`src/design/uart_irq_pkg.sv`:
```
// Constants, register map and carrier structs for the UART interrupt block
// Overview of operation
// - FIFO mode, mask bit 0: receive interrupt at trigger level, cleared below it
// - Line status bit 0 set when a character enters FIFO, cleared when empty
// - Line status: overrun, head errors, holding empty, transmitter empty, FIFO error
// - Mask bit 0 gates receive ready; holding register full or trigger reached
// - Mask bit 1 gates transmit ready; enabling while empty raises it at once
// - Mask bit 2 gates line status interrupt; overrun raises it on reception
// - Parity, framing, break interrupt at read position or on reception by option bit
// - Mask bit 3 gates modem status interrupt from any modem delta bit
// - Mask bit 4 is sleep; bits 4 to 7 writable only with enhanced bit set
// - Mask bit 5 gates Xoff or special; source bit 4 holds until Xon
// - Mask bits 6 and 7 gate flow-control rises; source bit 5 shows them
// - Receive time-out after four characters plus 12 bits; receive read clears it
// - Transmit ready from trigger and FIFO empty, or transmitter empty in half duplex
// - Line status read clears line interrupt; receive ready clears below trigger
// - Source read or transmit holding write clears transmit ready
// - Modem status read clears modem and flow-control change interrupts
// - Xoff clears on source read or Xon; special on source read or next character
// - Leaving sleep sets wake indication, source bit 0 high, source read clears it
// - Source bit 0 is 0 when pending unless the wake indication is set, 1 when idle, idle after reset
// - Source read shows only the highest pending level; others stay queued except transmit ready, Xoff and special, which it clears
// - Source codes per level: 06, 0c, 04, 02, 00, 10, 20
// - Source bits 7 and 6 follow the FIFO enable
// - Receive trigger codes 0 to 3 select 8, 16, 24, 28 characters
package uart_irq_pkg;
  localparam logic [3:0] ADDR_MASK = 4'h0;
  localparam logic [3:0] ADDR_SOURCE = 4'h4;
  localparam logic [3:0] ADDR_LINE = 4'h8;
  localparam logic [3:0] ADDR_CTRL = 4'hc;
  localparam logic [7:0] MASK_RESET = 8'h00;
  localparam logic [7:0] CTRL_RESET = 8'h00;
  // Control register fields
  localparam int CTRL_FIFO_EN = 0;
  localparam int CTRL_TX_TRIG_LO = 1;
  localparam int CTRL_RX_TRIG_LO = 3;
  localparam int CTRL_ERR_ON_RX = 5;
  localparam int CTRL_HALF_DUPLEX = 6;
  localparam int CTRL_ENHANCED = 7;
  // Interrupt source codes, bits 5 to 0
  localparam logic [5:0] SRC_NONE = 6'h01;
  localparam logic [5:0] SRC_LINE = 6'h06;
  localparam logic [5:0] SRC_TIMEOUT = 6'h0c;
  localparam logic [5:0] SRC_RX = 6'h04;
  localparam logic [5:0] SRC_TX = 6'h02;
  localparam logic [5:0] SRC_MODEM = 6'h00;
  localparam logic [5:0] SRC_XOFF = 6'h10;
  localparam logic [5:0] SRC_FLOW = 6'h20;
  // Trigger tables
  localparam logic [5:0] RX_TRIG0 = 6'd8;
  localparam logic [5:0] RX_TRIG1 = 6'd16;
  localparam logic [5:0] RX_TRIG2 = 6'd24;
  localparam logic [5:0] RX_TRIG3 = 6'd28;
  localparam logic [5:0] TX_TRIG0 = 6'd16;
  localparam logic [5:0] TX_TRIG1 = 6'd8;
  localparam logic [5:0] TX_TRIG2 = 6'd24;
  localparam logic [5:0] TX_TRIG3 = 6'd30;
  localparam logic [7:0] TIMEOUT_CHARS = 8'd4;
  localparam logic [7:0] TIMEOUT_BITS = 8'd12;
  localparam logic [1:0] RESP_OKAY = 2'b00;
  localparam logic [1:0] RESP_SLVERR = 2'b10;

  // Status from receiver, transmitter and flow control
  typedef struct packed {
    logic [5:0] rx_level;
    logic rx_char;
    logic [2:0] head_err;
    logic [2:0] rx_err;
    logic fifo_err;
    logic overrun;
    logic thr_empty;
    logic tsr_empty;
    logic [5:0] tx_level;
    logic [3:0] modem_delta;
    logic xoff_det;
    logic special_det;
    logic xon_det;
    logic rts_rise;
    logic cts_rise;
    logic auto_rts;
    logic auto_cts;
    logic sleep_exit;
    logic bit_tick;
    logic [3:0] char_bits;
  } uart_status_s;

  // Host accesses to registers kept outside this block
  typedef struct packed {
    logic rhr_read;
    logic thr_write;
    logic msr_read;
  } host_access_s;
endpackage : uart_irq_pkg

```
`src/design/uart_irq_ctrl.sv`:
```
// Interrupt mask, source detection, clearing and priority encoding for the UART
`timescale 1ns/10ps
module uart_irq_ctrl (
  // Clock and reset
  input wire logic aclk,
  input wire logic aresetn,
  // AXI4-Lite register slave
  input wire logic [3:0] s_axi_awaddr,
  input wire logic s_axi_awvalid,
  output logic s_axi_awready,
  input wire logic [31:0] s_axi_wdata,
  input wire logic [3:0] s_axi_wstrb,
  input wire logic s_axi_wvalid,
  output logic s_axi_wready,
  output logic [1:0] s_axi_bresp,
  output logic s_axi_bvalid,
  input wire logic s_axi_bready,
  input wire logic [3:0] s_axi_araddr,
  input wire logic s_axi_arvalid,
  output logic s_axi_arready,
  output logic [31:0] s_axi_rdata,
  output logic [1:0] s_axi_rresp,
  output logic s_axi_rvalid,
  input wire logic s_axi_rready,
  // UART status and host accesses
  input wire uart_irq_pkg::uart_status_s stat,
  input wire uart_irq_pkg::host_access_s acc,
  // Results
  output logic irq,
  output logic sleep_en,
  output logic [7:0] line_status
);
  import uart_irq_pkg::*;

  // ************************************************************
  // Registers and bus state
  // ************************************************************
  logic [7:0] mask;
  logic [7:0] ctrl;
  logic aw_full;
  logic w_full;
  logic [3:0] aw_addr;
  logic [7:0] w_data;
  logic w_lane0;
  logic do_write;
  logic rd_take;
  logic src_read;
  logic line_read;
  logic [7:0] src_val;
  logic fifo_en;
  logic efr_on;
  logic [5:0] rx_trig;
  logic [5:0] tx_trig;

  assign fifo_en = ctrl[CTRL_FIFO_EN];
  assign efr_on = ctrl[CTRL_ENHANCED];
  assign s_axi_awready = !aw_full;
  assign s_axi_wready = !w_full;
  assign do_write = aw_full && w_full && !s_axi_bvalid;
  assign s_axi_arready = !s_axi_rvalid;
  assign rd_take = s_axi_arvalid && s_axi_arready;
  assign src_read = rd_take && s_axi_araddr == ADDR_SOURCE;
  assign line_read = rd_take && s_axi_araddr == ADDR_LINE;

  // ************************************************************
  // Write channel
  // ************************************************************
  always_ff @(posedge aclk) begin
    if (!aresetn) begin
      aw_full <= 1'b0;
      aw_addr <= 4'h0;
    end else if (s_axi_awvalid && s_axi_awready) begin
      aw_full <= 1'b1;
      aw_addr <= s_axi_awaddr;
    end else if (do_write) begin
      aw_full <= 1'b0;
    end
  end

  always_ff @(posedge aclk) begin
    if (!aresetn) begin
      w_full <= 1'b0;
      w_data <= 8'h00;
      w_lane0 <= 1'b0;
    end else if (s_axi_wvalid && s_axi_wready) begin
      w_full <= 1'b1;
      w_data <= s_axi_wdata[7:0];
      w_lane0 <= s_axi_wstrb[0];
    end else if (do_write) begin
      w_full <= 1'b0;
    end
  end

  always_ff @(posedge aclk) begin
    if (!aresetn) begin
      s_axi_bvalid <= 1'b0;
      s_axi_bresp <= RESP_OKAY;
    end else if (do_write) begin
      s_axi_bvalid <= 1'b1;
      if (aw_addr == ADDR_MASK || aw_addr == ADDR_CTRL || aw_addr == ADDR_SOURCE
          || aw_addr == ADDR_LINE) begin
        s_axi_bresp <= RESP_OKAY;
      end else begin
        s_axi_bresp <= RESP_SLVERR;
      end
    end else if (s_axi_bready) begin
      s_axi_bvalid <= 1'b0;
    end
  end

  // Upper mask bits are locked unless the enhanced bit is on
  always_ff @(posedge aclk) begin
    if (!aresetn) begin
      mask <= MASK_RESET;
    end else if (do_write && w_lane0 && aw_addr == ADDR_MASK) begin
      mask[3:0] <= w_data[3:0];
      if (efr_on) begin
        mask[7:4] <= w_data[7:4];
      end
    end
  end

  always_ff @(posedge aclk) begin
    if (!aresetn) begin
      ctrl <= CTRL_RESET;
    end else if (do_write && w_lane0 && aw_addr == ADDR_CTRL) begin
      ctrl <= w_data;
    end
  end

  assign sleep_en = mask[4] && efr_on;

  // ************************************************************
  // Trigger levels
  // ************************************************************
  always_comb begin
    case (ctrl[CTRL_RX_TRIG_LO +: 2])
      2'd0: rx_trig = RX_TRIG0;
      2'd1: rx_trig = RX_TRIG1;
      2'd2: rx_trig = RX_TRIG2;
      default: rx_trig = RX_TRIG3;
    endcase
    case (ctrl[CTRL_TX_TRIG_LO +: 2])
      2'd0: tx_trig = TX_TRIG0;
      2'd1: tx_trig = TX_TRIG1;
      2'd2: tx_trig = TX_TRIG2;
      default: tx_trig = TX_TRIG3;
    endcase
  end

  // ************************************************************
  // Line status
  // ************************************************************
  logic overrun_seen;
  always_ff @(posedge aclk) begin
    if (!aresetn) begin
      overrun_seen <= 1'b0;
    end else if (stat.overrun) begin
      overrun_seen <= 1'b1;
    end else if (line_read) begin
      overrun_seen <= 1'b0;
    end
  end

  assign line_status = {stat.fifo_err, stat.thr_empty && stat.tsr_empty, stat.thr_empty,
                        stat.head_err, overrun_seen, stat.rx_level != 6'd0};

  // ************************************************************
  // Source flags; a set in the clear cycle wins
  // ************************************************************
  logic ls_flag;
  logic ls_set;
  logic [2:0] head_q;
  assign ls_set = stat.overrun
    || (ctrl[CTRL_ERR_ON_RX] ? |stat.rx_err : |(stat.head_err & ~head_q));
  always_ff @(posedge aclk) begin
    if (!aresetn) begin
      head_q <= 3'b000;
      ls_flag <= 1'b0;
    end else begin
      head_q <= stat.head_err;
      if (ls_set) begin
        ls_flag <= 1'b1;
      end else if (line_read) begin
        ls_flag <= 1'b0;
      end
    end
  end

  // Receive ready is a level, so host reads below the trigger clear it
  logic rx_pend;
  assign rx_pend = fifo_en ? stat.rx_level >= rx_trig : stat.rx_level != 6'd0;

  // Transmit ready: edge of the empty condition or of its enable
  logic tx_cond;
  logic tx_cond_q;
  logic tx_en_q;
  logic tx_flag;
  logic tx_set;
  always_comb begin
    if (ctrl[CTRL_HALF_DUPLEX]) begin
      tx_cond = stat.thr_empty && stat.tsr_empty;
    end else if (fifo_en) begin
      tx_cond = stat.tx_level < tx_trig || stat.tx_level == 6'd0;
    end else begin
      tx_cond = stat.thr_empty;
    end
  end
  assign tx_set = (tx_cond && !tx_cond_q) || (tx_cond && mask[1] && !tx_en_q);
  always_ff @(posedge aclk) begin
    if (!aresetn) begin
      // Starts high so leaving reset with an empty transmitter is no edge
      tx_cond_q <= 1'b1;
      tx_en_q <= 1'b0;
      tx_flag <= 1'b0;
    end else begin
      tx_cond_q <= tx_cond;
      tx_en_q <= mask[1];
      if (tx_set) begin
        tx_flag <= 1'b1;
      end else if (src_read || acc.thr_write) begin
        tx_flag <= 1'b0;
      end
    end
  end

  // Modem and flow-control change flags
  logic ms_flag;
  logic flow_flag;
  logic [3:0] delta_q;
  logic flow_set;
  assign flow_set = (stat.rts_rise && stat.auto_rts) || (stat.cts_rise && stat.auto_cts);
  always_ff @(posedge aclk) begin
    if (!aresetn) begin
      delta_q <= 4'h0;
      ms_flag <= 1'b0;
      flow_flag <= 1'b0;
    end else begin
      delta_q <= stat.modem_delta;
      if (|(stat.modem_delta & ~delta_q)) begin
        ms_flag <= 1'b1;
      end else if (acc.msr_read) begin
        ms_flag <= 1'b0;
      end
      if (flow_set) begin
        flow_flag <= 1'b1;
      end else if (acc.msr_read) begin
        flow_flag <= 1'b0;
      end
    end
  end

  // Xoff, special character, and the Xoff hold shown on source bit 4
  logic xoff_flag;
  logic spec_flag;
  logic xoff_hold;
  always_ff @(posedge aclk) begin
    if (!aresetn) begin
      xoff_flag <= 1'b0;
      spec_flag <= 1'b0;
      xoff_hold <= 1'b0;
    end else begin
      if (stat.xoff_det) begin
        xoff_flag <= 1'b1;
        xoff_hold <= 1'b1;
      end else begin
        if (src_read || stat.xon_det) begin
          xoff_flag <= 1'b0;
        end
        if (stat.xon_det) begin
          xoff_hold <= 1'b0;
        end
      end
      if (stat.special_det) begin
        spec_flag <= 1'b1;
      end else if (src_read || stat.rx_char) begin
        spec_flag <= 1'b0;
      end
    end
  end

  // Wake indication after leaving sleep
  logic wake_flag;
  always_ff @(posedge aclk) begin
    if (!aresetn) begin
      wake_flag <= 1'b0;
    end else if (stat.sleep_exit) begin
      wake_flag <= 1'b1;
    end else if (src_read) begin
      wake_flag <= 1'b0;
    end
  end

  // ************************************************************
  // Receive time-out timer, restarted by each character or read
  // ************************************************************
  logic [7:0] to_count;
  logic [7:0] to_limit;
  logic to_hit;
  logic to_flag;
  assign to_limit = 8'(TIMEOUT_CHARS * {4'h0, stat.char_bits}) + TIMEOUT_BITS;
  assign to_hit = fifo_en && stat.bit_tick && stat.rx_level != 6'd0 && to_count == to_limit - 8'd1;
  always_ff @(posedge aclk) begin
    if (!aresetn) begin
      to_count <= 8'h00;
    end else if (stat.rx_char || acc.rhr_read || stat.rx_level == 6'd0 || to_hit) begin
      to_count <= 8'h00;
    end else if (stat.bit_tick) begin
      to_count <= to_count + 8'd1;
    end
  end
  always_ff @(posedge aclk) begin
    if (!aresetn) begin
      to_flag <= 1'b0;
    end else if (to_hit) begin
      to_flag <= 1'b1;
    end else if (acc.rhr_read) begin
      to_flag <= 1'b0;
    end
  end

  // ************************************************************
  // Priority encoding and interrupt output
  // ************************************************************
  logic [6:0] pend;
  assign pend = {flow_flag && efr_on && (mask[6] || mask[7]),
                 (xoff_flag || spec_flag) && efr_on && mask[5],
                 ms_flag && mask[3],
                 tx_flag && mask[1],
                 rx_pend && mask[0],
                 to_flag && mask[0],
                 ls_flag && mask[2]};

  // Only the top pending level is shown; the rest stay queued in their flags except tx_flag, xoff_flag and spec_flag, which a source read clears
  logic [5:0] src_code;
  always_comb begin
    if (pend[0]) begin
      src_code = SRC_LINE;
    end else if (pend[1]) begin
      src_code = SRC_TIMEOUT;
    end else if (pend[2]) begin
      src_code = SRC_RX;
    end else if (pend[3]) begin
      src_code = SRC_TX;
    end else if (pend[4]) begin
      src_code = SRC_MODEM;
    end else if (pend[5]) begin
      src_code = SRC_XOFF;
    end else if (pend[6]) begin
      src_code = SRC_FLOW;
    end else begin
      src_code = SRC_NONE;
    end
  end

  assign src_val = {{2{fifo_en}},
                    src_code[5], src_code[4] || (xoff_hold && efr_on), src_code[3:1],
                    src_code[0] || wake_flag};

  always_ff @(posedge aclk) begin
    if (!aresetn) begin
      irq <= 1'b0;
    end else begin
      irq <= |pend;
    end
  end

  // ************************************************************
  // Read channel; a read of a source clears its flags above
  // ************************************************************
  always_ff @(posedge aclk) begin
    if (!aresetn) begin
      s_axi_rvalid <= 1'b0;
      s_axi_rdata <= 32'h0000_0000;
      s_axi_rresp <= RESP_OKAY;
    end else if (rd_take) begin
      s_axi_rvalid <= 1'b1;
      s_axi_rresp <= RESP_OKAY;
      if (s_axi_araddr == ADDR_MASK) begin
        s_axi_rdata <= {24'h00_0000, mask};
      end else if (s_axi_araddr == ADDR_SOURCE) begin
        s_axi_rdata <= {24'h00_0000, src_val};
      end else if (s_axi_araddr == ADDR_LINE) begin
        s_axi_rdata <= {24'h00_0000, line_status};
      end else if (s_axi_araddr == ADDR_CTRL) begin
        s_axi_rdata <= {24'h00_0000, ctrl};
      end else begin
        s_axi_rdata <= 32'h0000_0000;
        s_axi_rresp <= RESP_SLVERR;
      end
    end else if (s_axi_rready) begin
      s_axi_rvalid <= 1'b0;
    end
  end

  // ************************************************************
  // Checks
  // ************************************************************
  rx_trig_irq_a: assert property (@(posedge aclk) disable iff (!aresetn)
    (fifo_en && mask[0] && stat.rx_level >= rx_trig) |=> irq)
    else $error("receive trigger did not raise interrupt");
  lock_upper_a: assert property (@(posedge aclk) disable iff (!aresetn)
    (do_write && aw_addr == ADDR_MASK && !efr_on) |=> $stable(mask[7:4]))
    else $error("upper mask bits changed while locked");
  overrun_ls_a: assert property (@(posedge aclk) disable iff (!aresetn)
    stat.overrun |=> ls_flag)
    else $error("overrun did not set line status flag");
  tx_clear_a: assert property (@(posedge aclk) disable iff (!aresetn)
    (acc.thr_write && !tx_set) |=> !tx_flag)
    else $error("transmit ready not cleared");
  tx_enable_a: assert property (@(posedge aclk) disable iff (!aresetn)
    ($rose(mask[1]) && tx_cond) |=> ##1 irq)
    else $error("enabling transmit ready while empty gave no interrupt");
  idle_code_a: assert property (@(posedge aclk) disable iff (!aresetn)
    (!irq && !wake_flag && !(xoff_hold && efr_on) && $past(pend) == 7'h00
     && pend == 7'h00) |-> src_val[5:0] == SRC_NONE)
    else $error("idle source code wrong");
  top_line_a: assert property (@(posedge aclk) disable iff (!aresetn)
    (ls_flag && mask[2]) |-> src_val[3:1] == SRC_LINE[3:1])
    else $error("line status not top priority");
  timeout_a: assert property (@(posedge aclk) disable iff (!aresetn)
    (to_hit || (to_flag && !acc.rhr_read)) |=> to_flag)
    else $error("time-out flag not held");
  modem_clear_a: assert property (@(posedge aclk) disable iff (!aresetn)
    (acc.msr_read && !flow_set && stat.modem_delta == 4'h0) |=> !flow_flag && !ms_flag)
    else $error("modem status read did not clear");
endmodule : uart_irq_ctrl

```
`config.mk`:
```
export PLATFORM = sky130hd
export DESIGN_NAME = uart_irq_ctrl
export DESIGN_NICKNAME = d
export VERILOG_FILES = /design/src/design/uart_irq_pkg.sv /design/src/design/uart_irq_ctrl.sv
export SDC_FILE = /design/constraint.sdc
export NUM_CORES = 1
export LEC_CHECK = 0
export ABC_AREA = 1
export BUFFER_PORTS_ARGS = -buffer_cell sky130_fd_sc_hd__buf_4
export CAP_MARGIN = 30
export CORE_UTILIZATION = 48
export CTS_CLUSTER_SIZE = 40
export DETAILED_ROUTE_END_ITERATION = 7
export PLACE_DENSITY = 0.8
export REMOVE_ABC_BUFFERS = 1
export SLEW_MARGIN = 20
export SYNTH_ARGS = -nofsm -noshare
export SYNTH_HDL_FRONTEND = slang
export SYNTH_SLANG_ARGS = --single-unit
```
`constraint.sdc`:
```
create_clock -name aclk -period 2 [get_ports aclk]
set_clock_uncertainty 0.05 [all_clocks]
set_input_delay 0.4 -clock aclk [delete_from_list [all_inputs] [get_ports aclk]]
set_output_delay 0.4 -clock aclk [all_outputs]
set_load 0.05 [all_outputs]
```
* Word level (Yosys, flattened, before mapping)
Index checks and enable logic that the tools add are counted.
Cells by class: add/subtract/negate cells 3, multiply operators 0, divide/modulo/power cells 0, magnitude comparators 2, equal/unequal tests 11, shifts and indexed selects 0, multiplexer cells 47, bitwise operators 5, reduce and logical (&&, ||, !) cells 80
Operators by type and width (number):
- 2-to-1 mux 6 bit | 7
- 2-to-1 mux 8 bit | 4
- logical AND 1 bit | 30
- case mux 5 bit (3 select lines) | 2
- 2-to-1 mux 1 bit | 29
- nonzero test 2 bit | 14
- logical OR 1 bit | 17
- == test 4 bit (second input constant) | 4
- zero test 6 bit | 2
- 2-to-1 mux 2 bit | 5
- adder 8 x 1 -> 8 bit (second input constant) | 1
- == test 4 x 3 -> 1 bit (second input constant) | 2
- == test 8 bit | 1
- zero test 4 bit | 2
- subtractor 7 x 1 -> 8 bit (second input constant) | 1
- adder 6 x 4 -> 7 bit (second input constant) | 1
- OR reduction 7 bit | 1
- greater-or-equal comparator 6 bit | 1
- zero test 1 bit | 6
- less-than comparator 6 bit | 1
- nonzero test 6 bit | 1
- OR reduction 3 bit | 2
- bitwise AND 4 bit | 1
- == test 2 x 1 -> 1 bit (second input constant) | 2
- 9 further kinds | 11
Storage, ports and cells: register bits after elaboration 97, latch bits 0, bits in writable memories 0, ROM bits 0, bits of input ports 94, output and inout port bits 51, logic and storage cells 177, memories 0

* Depth between registers and ports, before layout
depth after elaboration 12, gate-level depth with buffers 16, gate-level depth less buffers 16

* Worst setup path after synthesis
No wires, ideal clock.
path type register to register, start reg s_axi_rvalid, end reg s_axi_rdata[5], setup time 0.118 ns, arrival time 1.693 ns, required time 1.832 ns, setup slack 0.139 ns, cell stages (with the launch flop) 7, buffers on the path 1, period minus slack after synthesis 1.861 ns, path through dfxtp_1 -> inv_1 -> nand2_1 -> inv_1 -> buf_2 -> o21ai_0 -> nor2_1
Between the ends: word-level cells in the longest chain between the ends 2
Ends and longest elaborated chain:
- from (decl) | RTL line uart_irq_ctrl.sv:23 | output logic s_axi_rvalid,
- from (signal assigned) | RTL line uart_irq_ctrl.sv:373 | s_axi_rvalid <= 1'b0;
- from (signal assigned) | RTL line uart_irq_ctrl.sv:377 | s_axi_rvalid <= 1'b1;
- from (signal assigned) | RTL line uart_irq_ctrl.sv:392 | s_axi_rvalid <= 1'b0;
- zero test 1 bit | RTL line uart_irq_ctrl.sv:60 | assign s_axi_arready = !s_axi_rvalid;
- net s_axi_arready | RTL line uart_irq_ctrl.sv:20 | output logic s_axi_arready,
- logical AND 1 bit | RTL line uart_irq_ctrl.sv:61 | assign rd_take = s_axi_arvalid && s_axi_arready;
- to (signal assigned) | RTL line uart_irq_ctrl.sv:380 | s_axi_rdata <= {24'h00_0000, mask};
- to (signal assigned) | RTL line uart_irq_ctrl.sv:382 | s_axi_rdata <= {24'h00_0000, src_val};
- to (signal assigned) | RTL line uart_irq_ctrl.sv:384 | s_axi_rdata <= {24'h00_0000, line_status};
- to (decl) | RTL line uart_irq_ctrl.sv:21 | output logic [31:0] s_axi_rdata,
The timed path passes the listed nets, and every way through them passes these cells. A chain may end at the register's enable or synchronous reset.

* Final worst setup path
start reg ctrl[3], end reg s_axi_rdata[4]
Between the ends: word-level cells in the longest chain between the ends 11, elaborated cells on any way between the ends 13, those cells by class order compare (1); eq/ne (2); mux (7); reduce/logical (3)
Ends and longest elaborated chain:
- from (decl) | RTL line uart_irq_ctrl.sv:39 | logic [7:0] ctrl;
- from (signal assigned) | RTL line uart_irq_ctrl.sv:127 | ctrl <= w_data;
- == test 2 bit, or another cell as far along | RTL line uart_irq_ctrl.sv:137 | case (ctrl[CTRL_RX_TRIG_LO +: 2])
- case mux 5 bit (3 select lines) (*) | RTL line uart_irq_ctrl.sv:137
- greater-or-equal comparator 6 bit (*) | RTL line uart_irq_ctrl.sv:192 | assign rx_pend = fifo_en ? stat.rx_level >= rx_trig : stat.rx_level != 6'd0;
- 2-to-1 mux 1 bit (*) | RTL line uart_irq_ctrl.sv:192
- logical AND 1 bit (*) | RTL line uart_irq_ctrl.sv:330 | rx_pend && mask[0],
- 2-to-1 mux 6 bit (*) | RTL line uart_irq_ctrl.sv:341 | end else if (pend[2]) begin
- 2-to-1 mux 6 bit (*) | RTL line uart_irq_ctrl.sv:339 | end else if (pend[1]) begin
- 2-to-1 mux 6 bit (*) | RTL line uart_irq_ctrl.sv:337 | if (pend[0]) begin
- logical OR 1 bit (*) | RTL line uart_irq_ctrl.sv:357 | src_code[5], src_code[4] || (xoff_hold && efr_on), src_code[3:1],
- 2-to-1 mux 8 bit (*) | RTL line uart_irq_ctrl.sv:381 | end else if (s_axi_araddr == ADDR_SOURCE) begin
- 2-to-1 mux 8 bit (*) | RTL line uart_irq_ctrl.sv:379 | if (s_axi_araddr == ADDR_MASK) begin
Mark *: on every way between the ends. The rest lies on a longest branch, timed or not.

==> flow_summary.yaml <==
outcome:
  outcome: "finished clean"
synth:
  ys_seq_area_share_pct: 39.8
  postSynthAreaPerCell_um2: 7.22
  ys_ff_latch: 71
  async_flop_share_pct: 0
  synth_cells: 495
  ys_top_cells_by_area: "dfxtp_1 (40%), nor2_1 (8.0%), o21ai_0 (7.4%)"
  ys_warn_count: 0
  synth_top_flop_cell: "dfxtp_1"
  synth_enable_flop_cells: 0
  synth_top_area_share_pct: 39.8
  yosysUniqueCellTypes: 43
  yosysTopAreaCell: "dfxtp_1"
  syn_area_mm2: 0.00357
final_layout:
  fin_area_mm2: 0.00451
  fin_util_pct: 62.5
  layout-drive-gt1-share_pct: 22.2
  fillers: 652
  ff_latch_area_mm2: 0.00142
  nets: 687
  multi_input_area_mm2: 0.00169
  antennaDiodeCount: 0
  syn_to_final_growth_pct: 26.2
place:
  hpwl_um: 6290
  port_buffers: 91
  dpl_cell_area_mm2: 0.00422
  place.gp.congestion: 0.879
  place_ws_ns: 0.190
die:
  die_height_um: 88.3
  pin_count: 145
  dieArea_mm2: 0.00779
  fp.coreArea_mm2: 0.00721
  start_util_pct: 49.5
  die_w_um: 88.3
  rows: 31
sta:
  rsz0062_at_grt: "false"
  hold_viol_final: 0
  post-route-period-util_pct: 89.7
  setup_viol: 0
  timing.final.max_slew_violations: 0
  fmax_mhz: 557
  setup_tns_ns: 0
  fin_crit_ns: 1.79
  setup_slack_ns: 0.205
drt:
  vias: 3334
  ant_nets: 0
  drc: 0
  wl_per_cell_um: 11.7
  vias_per_cell: 4.84
  routed_wl_um: 8090
  drt_iter0_drc: 219
  dr.pass1.iters: 4
clocking:
  cts_made_buffers: 9
  insertion_delay_ns: 0.35
  cts_resized: 0
  cts_buffer_depth: 2
  path_clk_slew_ns: 0.07
  root_buffer: "clkbuf_8"
  cts_tree: "yes"
  cts_hold_buf: 0
  clock-sinks: 71
  ctsHtreeMaxLevel: 3
  cts_setup_buffers: 0
power:
  vdd_drop_max_v: 0.000653
  power_mw: 3.75
  p_leak_nw: 2.21
  power_density_mw_per_mm2: 831
setup_path:
  cp-start-kind: "register"
  critical_path_required_ns: 2.24
  end_kind: "register"
  worstSetupPathType: "register to register"
  critPathArrivalTime_ns: 2.03
  cp_max_fo: 3
global_route:
  grt_pass1_vias: 3107
  grt_first_pass_wirelength_um: 13200
  antenna_found_initial: 0
  grt_usage_pct: 22.2
  grt_overflow: 0
  grt_max_degree: 40
hold_path:
  hold_class: "input pin to register"
job:
  cap_viol_max_count: 0
cell usage in the layout, fill, tap and decap left out, types with 2 or more instances in the layout:
cell       synthesis  layout
ha_1               8       8
inv_1             70      70
o22ai_1            4       4
nor3_2             2       2
nand3b_1           3       3
buf_4             32      94
o21a_1             2       2
dfxtp_1           71      71
bufinv_16          0       5
inv_2              2       2
o21ai_0           53      53
nor2_4             2       2
xor2_1             6       6
nor3_1             6       6
conb_1             1      26
a21oi_1           33      33
nor2_2             4       4
nand2_1           68      68
clkbuf_8           0      10
nand2_2            6       6
xnor2_1            5       5
nor2_1            76      76
a211oi_1           2       2
nand3_1           12      12
o211ai_1           3       3
stage by stage:
step,instances,hold slack [ns]
after detailed placement,673,0.398
after global placement,673,0.387
after global routing,689,0.190
after CTS,689,0.176
final,689,0.182
after floorplan,480,0.370
path summary, 6_finish.rpt:
path              cells after the start                          end  slack [ns]            startpoint
setup / recovery                     14  s_axi_rdata[4]$_SDFFE_PN0P_        0.21  ctrl[3]$_SDFFE_PN0P_
hold / removal                        3        delta_q[0]$_SDFF_PN0_        0.18              stat[13]
setup reg to reg                     14  s_axi_rdata[4]$_SDFFE_PN0P_        0.21  ctrl[3]$_SDFFE_PN0P_
hold reg to reg                       2           tx_en_q$_SDFF_PN0_        0.41  mask[1]$_SDFFE_PN0P_
Yosys cell counts (2+ instances only):
library cell	n
nor2_1	76
dfxtp_1	71
inv_1	70
nand2_1	68
o21ai_0	53
a21oi_1	33
buf_4	32
nand3_1	12
ha_1	8
nand2_2	6
nor3_1	6
xor2_1	6
clkbuf_1	5
xnor2_1	5
nor2_2	4
o22ai_1	4
nand3b_1	3
o211ai_1	3
a211oi_1	2
inv_2	2
nor2_4	2
nor3_2	2
o21a_1	2
sequential cells by signal, indices dropped and copies added (netlist names), 3 cells and up:
register and count:
head_q 3, aw_addr 4, ctrl 8, mask 8
delta_q 4, s_axi_rdata 8, w_data 8, to_count 8
kinds of logic (layout without fill, tap and decap cells):
group | Yosys count | in the layout | synth area share [%]
buf+inv | 113 | 183 | 15.5
simple gates | 186 | 186 | 23.0
flops | 71 | 71 | 39.8
other cells | 1 | 26 | 0.105
compound gates | 104 | 104 | 15.8
xor+xnor | 11 | 11 | 2.70
fa+ha+maj | 8 | 8 | 2.80
mux | 1 | 1 | 0.280
power breakdown:
| part | leakage (nW) | internal (mW) | switching [mW] | total [mW] |
|---|---|---|---|---|
| logic | 1.48 | 0.195 | 0.385 | 0.581 |
| registers | 0.583 | 1.48 | 0.0350 | 1.51 |
| clock network | 0.146 | 1.11 | 0.543 | 1.66 |
layout make-up:
| type | instances | share of cell area [%] |
|---|---|---|
| multi-input cells | 336 | 37.5 |
| clock inverters | 6 | 3.44 |
| well taps | 99 | 2.75 |
| inverters | 73 | 6.08 |
| flip-flops and latches | 71 | 31.5 |
| clock buffers | 10 | 3.05 |
| repair buffers | 94 | 15.6 |
critical path, stage by stage, from the launching register on:
cell     delay, ns
dfxtp_1       0.35
inv_1         0.08
nor2_1        0.11
ha_1          0.25
a21oi_1       0.14
nand2_1       0.06
nand2_1       0.05
nand2_1       0.08
nand2_2       0.11
nand3_1       0.08
nand2_1       0.07
nand2_1       0.05
nand2_1       0.05
nand2_1       0.06
a21oi_1       0.12
routing by layer:
metal	GRT usage (%)	vias to the layer above	wire (um)
li1	-	1709	-
met1	26.7	1484	3600
met2	37.2	122	3760
met3	5.04	19	558
met4	11.6	0	168
met5	0	-	0
(Power assumes the default switching activity.)
